==> src/far_access_pkg.sv <==
// constants and carrier types for the indirect extended memory window
// assumes a 32-bit axi4-lite register bus and one core clock
package far_access_pkg;

   // register indices; byte address on the bus is four times the index
   localparam logic [7:0] IDX_ADDR_A = 8'h30;
   localparam logic [7:0] IDX_ADDR_B = 8'h31;
   localparam logic [7:0] IDX_ADDR_C = 8'h32;
   localparam logic [7:0] IDX_ADDR_D = 8'h33;
   localparam logic [7:0] IDX_CONTROL = 8'h34;
   localparam logic [7:0] IDX_CONFIG = 8'h35;
   localparam logic [7:0] IDX_DATA_A = 8'h36;
   localparam logic [7:0] IDX_DATA_B = 8'h37;

   // access control register fields
   localparam int CTL_ADDR_LSB = 0;
   localparam int CTL_ADDR_MSB = 4;
   localparam int CTL_STROBE_LSB = 5;
   localparam int CTL_STROBE_MSB = 6;
   localparam int CTL_LAUNCH = 7;

   // field holding address bits 8:6 inside its byte
   localparam int MID_ADDR_LSB = 5;
   localparam int MID_ADDR_MSB = 7;

   // configuration register fields
   localparam int CFG_BIG_END = 0;
   localparam int CFG_BUSY = 1;

   localparam int WORD_ADDR_W = 26;
   localparam int DATA_W = 16;

   localparam logic [7:0] RESET_BYTE = 8'h00;
   localparam logic [2:0] RESET_MID = 3'h0;
   localparam logic [4:0] RESET_LOW = 5'h00;
   localparam logic [1:0] RESET_STROBE = 2'h0;
   localparam logic RESET_BIT = 1'b0;

   localparam logic [1:0] RESP_OKAY = 2'h0;
   localparam logic [1:0] RESP_SLVERR = 2'h2;

   typedef enum logic {st_idle, st_busy} access_state_t;

   // request to the extended memory, held while mem_req is high
   typedef struct packed {
      logic [WORD_ADDR_W-1:0] addr;
      logic [1:0] strobe;
      logic [DATA_W-1:0] wdata;
   } mem_cmd_t;

endpackage

==> src/far_access.sv <==
// indirect access window onto the extended memory, axi4-lite slave
// assumes memory answers each held request with a one-cycle mem_ack on aclk
`timescale 1ns/1ps

module far_access #(
   parameter int BUS_ADDR_W = 12
) (
   input wire logic aclk,
   input wire logic aresetn,
   input wire logic [BUS_ADDR_W-1:0] s_axi_awaddr,
   input wire logic [2:0] s_axi_awprot,
   input wire logic s_axi_awvalid,
   output logic s_axi_awready,
   input wire logic [31:0] s_axi_wdata,
   input wire logic [3:0] s_axi_wstrb,
   input wire logic s_axi_wvalid,
   output logic s_axi_wready,
   output logic [1:0] s_axi_bresp,
   output logic s_axi_bvalid,
   input wire logic s_axi_bready,
   input wire logic [BUS_ADDR_W-1:0] s_axi_araddr,
   input wire logic [2:0] s_axi_arprot,
   input wire logic s_axi_arvalid,
   output logic s_axi_arready,
   output logic [31:0] s_axi_rdata,
   output logic [1:0] s_axi_rresp,
   output logic s_axi_rvalid,
   input wire logic s_axi_rready,
   output logic mem_req,
   output far_access_pkg::mem_cmd_t mem_cmd,
   input wire logic mem_ack,
   input wire logic [far_access_pkg::DATA_W-1:0] mem_rdata
);
   import far_access_pkg::*;

   // address and data fields, held independently of byte order
   logic addr_top;
   logic [7:0] addr_upper;
   logic [7:0] addr_middle;
   logic [2:0] addr_mid3;
   logic [4:0] addr_low;
   logic [1:0] strobe;
   logic launch;
   logic [7:0] data_low;
   logic [7:0] data_high;
   logic big_end;
   access_state_t state;

   // bus side holding registers
   logic aw_full;
   logic w_full;
   logic [BUS_ADDR_W-1:0] aw_addr;
   logic [7:0] w_byte;
   logic w_lane0;

   // ---------------- write channel ----------------
   wire aw_take = s_axi_awvalid & s_axi_awready;
   wire w_take = s_axi_wvalid & s_axi_wready;
   wire do_write = aw_full & w_full & ~s_axi_bvalid;

   wire [7:0] wr_index = aw_addr[9:2];
   wire wr_aligned = (aw_addr[1:0] == 2'h0);
   wire wr_high_zero = (aw_addr >> 10) == '0;
   wire wr_ok_addr = wr_aligned & wr_high_zero;

   wire wr_hit_a = wr_ok_addr & (wr_index == IDX_ADDR_A);
   wire wr_hit_b = wr_ok_addr & (wr_index == IDX_ADDR_B);
   wire wr_hit_c = wr_ok_addr & (wr_index == IDX_ADDR_C);
   wire wr_hit_d = wr_ok_addr & (wr_index == IDX_ADDR_D);
   wire wr_hit_ctl = wr_ok_addr & (wr_index == IDX_CONTROL);
   wire wr_hit_cfg = wr_ok_addr & (wr_index == IDX_CONFIG);
   wire wr_hit_da = wr_ok_addr & (wr_index == IDX_DATA_A);
   wire wr_hit_db = wr_ok_addr & (wr_index == IDX_DATA_B);
   wire wr_mapped = wr_hit_a | wr_hit_b | wr_hit_c | wr_hit_d |
      wr_hit_ctl | wr_hit_cfg | wr_hit_da | wr_hit_db;

   // settings other than the config byte order bit are frozen while an access runs, so a stray write cannot
   // corrupt the request already on its way
   wire idle = (state == st_idle);
   wire wr_en = do_write & w_lane0 & idle;

   // byte-order steering of the write side
   wire we_top = wr_en & (big_end ? wr_hit_a : wr_hit_d);
   wire we_mid3 = wr_en & (big_end ? wr_hit_d : wr_hit_a);
   wire we_upper = wr_en & (big_end ? wr_hit_b : wr_hit_c);
   wire we_middle = wr_en & (big_end ? wr_hit_c : wr_hit_b);
   wire we_ctl = wr_en & wr_hit_ctl;
   wire we_cfg = do_write & w_lane0 & wr_hit_cfg;
   wire we_dlow = wr_en & (big_end ? wr_hit_db : wr_hit_da);
   wire we_dhigh = wr_en & (big_end ? wr_hit_da : wr_hit_db);

   wire start_req = we_ctl & w_byte[CTL_LAUNCH];

   always_ff @(posedge aclk) begin
      if (!aresetn) begin
         s_axi_awready <= 1'b0;
         aw_full <= 1'b0;
         aw_addr <= '0;
      end else begin
         s_axi_awready <= ~aw_full & ~aw_take & ~s_axi_bvalid;
         if (aw_take) begin
            aw_full <= 1'b1;
            aw_addr <= s_axi_awaddr;
         end else if (do_write) begin
            aw_full <= 1'b0;
         end
      end
   end

   always_ff @(posedge aclk) begin
      if (!aresetn) begin
         s_axi_wready <= 1'b0;
         w_full <= 1'b0;
         w_byte <= RESET_BYTE;
         w_lane0 <= 1'b0;
      end else begin
         s_axi_wready <= ~w_full & ~w_take & ~s_axi_bvalid;
         if (w_take) begin
            w_full <= 1'b1;
            w_byte <= s_axi_wdata[7:0];
            w_lane0 <= s_axi_wstrb[0];
         end else if (do_write) begin
            w_full <= 1'b0;
         end
      end
   end

   always_ff @(posedge aclk) begin
      if (!aresetn) begin
         s_axi_bvalid <= 1'b0;
         s_axi_bresp <= RESP_OKAY;
      end else if (do_write) begin
         s_axi_bvalid <= 1'b1;
         s_axi_bresp <= wr_mapped ? RESP_OKAY : RESP_SLVERR;
      end else if (s_axi_bready) begin
         s_axi_bvalid <= 1'b0;
      end
   end

   // ---------------- register storage ----------------
   always_ff @(posedge aclk) begin
      if (!aresetn) begin
         addr_top <= RESET_BIT;
         addr_upper <= RESET_BYTE;
         addr_middle <= RESET_BYTE;
         addr_mid3 <= RESET_MID;
         big_end <= RESET_BIT;
      end else begin
         if (we_top)
            addr_top <= w_byte[0];
         if (we_upper)
            addr_upper <= w_byte;
         if (we_middle)
            addr_middle <= w_byte;
         if (we_mid3)
            addr_mid3 <= w_byte[MID_ADDR_MSB:MID_ADDR_LSB];
         if (we_cfg)
            big_end <= w_byte[CFG_BIG_END];
      end
   end

   always_ff @(posedge aclk) begin
      if (!aresetn) begin
         addr_low <= RESET_LOW;
         strobe <= RESET_STROBE;
      end else if (we_ctl) begin
         addr_low <= w_byte[CTL_ADDR_MSB:CTL_ADDR_LSB];
         strobe <= w_byte[CTL_STROBE_MSB:CTL_STROBE_LSB];
      end
   end

   // read data is caught from memory; software writes only when idle
   wire read_done = (state == st_busy) & mem_ack & (mem_cmd.strobe == 2'h0);

   always_ff @(posedge aclk) begin
      if (!aresetn) begin
         data_low <= RESET_BYTE;
         data_high <= RESET_BYTE;
      end else if (read_done) begin
         data_low <= mem_rdata[7:0];
         data_high <= mem_rdata[15:8];
      end else begin
         if (we_dlow)
            data_low <= w_byte;
         if (we_dhigh)
            data_high <= w_byte;
      end
   end

   // ---------------- access engine ----------------
   // word address: bit 0 is always zero in either layout
   wire [WORD_ADDR_W-1:0] word_addr =
      {addr_top, addr_upper, addr_middle, addr_mid3, addr_low, 1'b0};
   // launch captures the settings written in the same cycle
   wire [4:0] launch_low = w_byte[CTL_ADDR_MSB:CTL_ADDR_LSB];
   wire [1:0] launch_strobe = w_byte[CTL_STROBE_MSB:CTL_STROBE_LSB];
   wire [WORD_ADDR_W-1:0] launch_addr =
      {word_addr[WORD_ADDR_W-1:6], launch_low, 1'b0};

   always_ff @(posedge aclk) begin
      if (!aresetn) begin
         state <= st_idle;
         launch <= 1'b0;
         mem_req <= 1'b0;
         mem_cmd <= '0;
      end else begin
         case (state)
            st_idle: begin
               if (start_req) begin
                  state <= st_busy;
                  launch <= 1'b1;
                  mem_req <= 1'b1;
                  mem_cmd.addr <= launch_addr;
                  mem_cmd.strobe <= launch_strobe;
                  mem_cmd.wdata <= {data_high, data_low};
               end
            end
            st_busy: begin
               if (mem_ack) begin
                  state <= st_idle;
                  launch <= 1'b0;
                  mem_req <= 1'b0;
               end
            end
            default: begin
               state <= st_idle;
               launch <= 1'b0;
               mem_req <= 1'b0;
            end
         endcase
      end
   end

   // ---------------- read channel ----------------
   wire ar_take = s_axi_arvalid & s_axi_arready;
   wire [7:0] rd_index = s_axi_araddr[9:2];
   wire rd_aligned = (s_axi_araddr[1:0] == 2'h0);
   wire rd_high_zero = (s_axi_araddr >> 10) == '0;
   wire rd_ok_addr = rd_aligned & rd_high_zero;

   wire [7:0] byte_top = {7'h00, addr_top};
   wire [7:0] byte_mid3 = {addr_mid3, 5'h00};
   wire [7:0] byte_ctl = {launch, strobe, addr_low};
   wire [7:0] byte_cfg = {6'h00, ~idle, big_end};

   wire [7:0] byte_a = big_end ? byte_top : byte_mid3;
   wire [7:0] byte_b = big_end ? addr_upper : addr_middle;
   wire [7:0] byte_c = big_end ? addr_middle : addr_upper;
   wire [7:0] byte_d = big_end ? byte_mid3 : byte_top;
   wire [7:0] byte_da = big_end ? data_high : data_low;
   wire [7:0] byte_db = big_end ? data_low : data_high;

   logic [7:0] rd_byte;
   logic rd_mapped;
   always_comb begin
      rd_byte = 8'h00;
      rd_mapped = rd_ok_addr;
      case (rd_index)
         IDX_ADDR_A: rd_byte = byte_a;
         IDX_ADDR_B: rd_byte = byte_b;
         IDX_ADDR_C: rd_byte = byte_c;
         IDX_ADDR_D: rd_byte = byte_d;
         IDX_CONTROL: rd_byte = byte_ctl;
         IDX_CONFIG: rd_byte = byte_cfg;
         IDX_DATA_A: rd_byte = byte_da;
         IDX_DATA_B: rd_byte = byte_db;
         default: rd_mapped = 1'b0;
      endcase
   end

   always_ff @(posedge aclk) begin
      if (!aresetn) begin
         s_axi_arready <= 1'b0;
         s_axi_rvalid <= 1'b0;
         s_axi_rdata <= 32'h0000_0000;
         s_axi_rresp <= RESP_OKAY;
      end else begin
         s_axi_arready <= ~s_axi_rvalid & ~ar_take;
         if (ar_take) begin
            s_axi_rvalid <= 1'b1;
            s_axi_rdata <= {24'h000000, rd_mapped ? rd_byte : 8'h00};
            s_axi_rresp <= rd_mapped ? RESP_OKAY : RESP_SLVERR;
         end else if (s_axi_rready) begin
            s_axi_rvalid <= 1'b0;
         end
      end
   end

endmodule // far_access

==> config.mk <==
export PLATFORM = sky130hd
export DESIGN_NAME = far_access
export DESIGN_NICKNAME = d
export VERILOG_FILES = /design/src/far_access_pkg.sv /design/src/far_access.sv
export SDC_FILE = /design/constraint.sdc
export NUM_CORES = 1
export LEC_CHECK = 0
export BUFFER_PORTS_ARGS = -buffer_cell sky130_fd_sc_hd__clkbuf_2
export CAP_MARGIN = 30
export CORE_MARGIN = 4
export CORE_UTILIZATION = 56
export DETAILED_ROUTE_END_ITERATION = 7
export GPL_TIMING_DRIVEN = 0
export PLACE_DENSITY = 0.86
export SYNTH_ARGS = -nofsm -noshare
export SYNTH_HDL_FRONTEND = slang
export SYNTH_SLANG_ARGS = --single-unit
export TNS_END_PERCENT = 50
==> constraint.sdc <==
create_clock -name aclk -period 4.8 [get_ports aclk]
set_clock_uncertainty 0.1 [all_clocks]
set_input_delay 0.48 -clock aclk [delete_from_list [all_inputs] [get_ports aclk]]
set_output_delay 0.48 -clock aclk [all_outputs]
set_load 0.05 [all_outputs]
==> results.json <==
{
  "crit_chain": "clkbuf_1 > xor2_1 > nand2_1 > o21ai_0 > a31oi_1",
  "max_stage_delay_ns": 0.57,
  "grt_pass1_vias": 5331,
  "synthDistinctLibCells": 56,
  "fin_nets": 920,
  "coreArea_um2": 9950,
  "p_leak_nw": 3.21,
  "netlist_instances": 670,
  "yosys.area_share.xor_xnor_pct": 0.451,
  "n_fill_cell": 807,
  "overflow": 0,
  "drt-initial-drc-count": 312,
  "grt_usage_pct": 29.8,
  "synthSimpleGateAreaFrac_pct": 21.0,
  "crit_fanout": 10,
  "fmax_mhz": 404,
  "seq_area_um2": 2540,
  "ys_warn_count": 0,
  "synthMuxAreaShare_pct": 12.9,
  "setup_slack_ns": 2.32,
  "slew_violations": 0,
  "cts_hold_buf": 0,
  "rsz0062_at_grt": "no",
  "portBuffers": 115,
  "die_x_um": 110,
  "clk_path_buf_depth": 2,
  "numCtsBuffers": 17,
  "dr_total_vias": 5594,
  "synth_area_leader_cell": "dfxtp_1",
  "multi_input_area_um2": 2960,
  "max-slew-margin-rel_pct": 36.1,
  "setup_tns_ns": 0,
  "syn-cell-area_um2": 5820,
  "cp-start-kind": "flip-flop",
  "postSynthAreaPerCell_um2": 8.69,
  "synthTopCellsByArea": "dfxtp_1 44%, mux2i_1 11%, nand2_1 9.5%",
  "synth_commonest_cells": "148 x nand2_1, 127 x dfxtp_1, 66 x mux2i_1, 44 x a21oi_1",
  "placed_cells": 944,
  "drt_wl_total_mm": 17.6,
  "crit_slowest_cell": "xor2_1",
  "cts_sinks": 127,
  "async_flop_share_pct": 0,
  "post_drt_wl_per_cell_um": 18.1,
  "holdWs_ns": 0.0794,
  "place_ws_ns": 2.24,
  "hpwl_mm": 13.4,
  "power.total_mw": 2.61,
  "synth_most_common_cell": "nand2_1",
  "die_height_um": 110,
  "antenna_found_initial": 0,
  "finalHoldViolCount": 0,
  "crit_buf_inv": 1,
  "status": "completed",
  "place_congestion": 0.934,
  "antenna_cells": 0,
  "drtAntennaViolNets": 0,
  "firstDrtPassIters": 5,
  "worstPathRequired_ns": 5.06,
  "num_rows": 36,
  "cts_tree": "built",
  "drc": 0,
  "cpLargestDelayFamily": "XOR/XNOR gates",
  "setup_viol": 0,
  "grt_pass1_wl_mm": 27.4,
  "clk_pin_slew_worst_paths_ns": 0.06,
  "cts_root_buffer": "clkbuf_8",
  "synth_top_area_share_pct": 43.7,
  "dieArea_um2": 12100,
  "synth_sequential_area_ratio_pct": 43.7,
  "min_path_type": "in2reg",
  "fin_crit_sh_pct": 51.6,
  "drive_above_1_share_pct": 24.2,
  "post_cts_buffers": 0,
  "ios": 176,
  "rr_worst_depth": 5,
  "postCtsResizedCells": 0,
  "power_density_nw_per_um2": 360,
  "htreeDepth": 4,
  "synth_edf_count": 0,
  "end_kind": "flip-flop",
  "synthFlopType": "dfxtp_1",
  "vdd_drop_max_mv": 0.230,
  "max-cap-violations": 0,
  "finalNonFillerCells": 975,
  "arrival_ns": 2.74,
  "criticalPathCategory": "reg2reg",
  "area_growth_pct": 24.7,
  "tightestPinTransition_ns": 0.951,
  "synth_fa_ha_area_share_pct": 0,
  "synth_top_family_by_area": "simple AND/OR/NAND/NOR gates",
  "grt_start_max_net_pins": 17,
  "synth-compound-area-share_pct": 14.8,
  "clock_latency_ns": 0.52,
  "vias_per_cell": 5.74,
  "holdPathStages": 3,
  "crit_cells": 5,
  "start_util_pct": 58.5,
  "finalCriticalPeriod_ns": 2.48,
  "synth_seq_cells": 127
}
==> area by class of cell <==
| type | count | share of cell area [%] |
|---|---|---|
| inverters | 6 | 0.310 |
| repair buffers | 115 | 7.93 |
| clock buffers | 20 | 6.00 |
| multi-input cells | 491 | 40.8 |
| plain buffers | 72 | 5.38 |
| flip-flops and latches | 127 | 35.0 |
| well taps | 133 | 2.29 |
| clock inverters | 11 | 2.27 |
==> per-layer routing <==
layer	track usage (%)	share of wire (%)
met4	10.8	2.5
met2	48.0	47
met3	7.93	8.8
met5	0	0
met1	38.2	42
==> worst reg2reg max path, stage by stage, from the launching register on <==
cell and delay (ns):
dfxtp_1 0.38, clkbuf_1 0.46, xor2_1 0.58, nand2_1 0.36, o21ai_0 0.31, a31oi_1 0.15
==> path summary, 6_finish.rpt <==
check                                startpoint       endpoint  slack (ns)
worst max register to register          big_end   data_high[3]        2.32
worst min register to register     s_axi_rvalid  s_axi_arready        0.34
worst min-delay path            s_axi_awaddr[4]     aw_addr[4]        0.08
worst max-delay path                    big_end   data_high[3]        2.32
==> where the power goes <==
group / switching, mW / total [mW] / internal (mW) / leakage (nW)
logic: 0.151 / 0.216 / 0.0648 / 1.89
clock network: 0.460 / 1.31 / 0.852 / 0.294
registers: 0.0149 / 1.08 / 1.07 / 1.03
==> placed cells by master (no fill, tap or decap), types with 3 or more instances in the layout <==
| master | synthesis | routed |
|---|---|---|
| or3b_2 | 4 | 4 |
| nand4_1 | 18 | 18 |
| bufinv_16 | 0 | 4 |
| a21oi_1 | 44 | 44 |
| clkbuf_16 | 0 | 16 |
| a21boi_0 | 11 | 11 |
| o21ai_0 | 26 | 26 |
| nor2b_1 | 3 | 3 |
| clkinv_2 | 0 | 4 |
| clkbuf_2 | 0 | 115 |
| nor3_1 | 10 | 10 |
| nor2_1 | 6 | 6 |
| mux2i_1 | 66 | 66 |
| or3_1 | 4 | 4 |
| a211oi_1 | 6 | 6 |
| nand2_1 | 148 | 148 |
| and2_1 | 7 | 7 |
| a2111oi_0 | 5 | 5 |
| nand2b_1 | 4 | 4 |
| nand3b_1 | 3 | 3 |
| buf_4 | 27 | 27 |
| a21o_1 | 5 | 5 |
| and3_1 | 6 | 6 |
| conb_1 | 1 | 27 |
| o31ai_1 | 9 | 9 |
| nand3_1 | 12 | 12 |
| buf_2 | 9 | 9 |
| clkbuf_1 | 27 | 29 |
| mux2_2 | 8 | 8 |
| a31oi_1 | 17 | 17 |
| inv_1 | 4 | 4 |
| o21ai_1 | 10 | 10 |
| buf_1 | 8 | 8 |
| dfxtp_1 | 127 | 127 |
==> per-stage QoR <==
step	area [um2]	utilization, %
6_report	7260	73.0
5_1_grt	7260	73.0
4_1_cts	7260	73.0
3_5_place_dp	6660	66.9
3_3_place_gp	6660	66.9
2_1_floorplan	5920	-
==> flip-flops by register name, indices dropped and copies added, names as in the netlist, 2 cells and up <==
signal,count
addr_mid3,3
strobe,2
addr_low,5
data_high,8
s_axi_rdata,8
addr_upper,8
w_byte,8
addr_middle,8
data_low,8
aw_addr,12
mem_cmd,43
==> cells by family after synthesis <==
| kind of cell | after synthesis |
|---|---|
| AND/OR/NAND/NOR | 245 |
| multiplexers | 74 |
| buffers and inverters | 78 |
| XOR/XNOR | 3 |
| AO/OA/AOI/OAI | 142 |
| flip-flops | 127 |
| other | 1 |
Power figures use the tool's default switching activity.
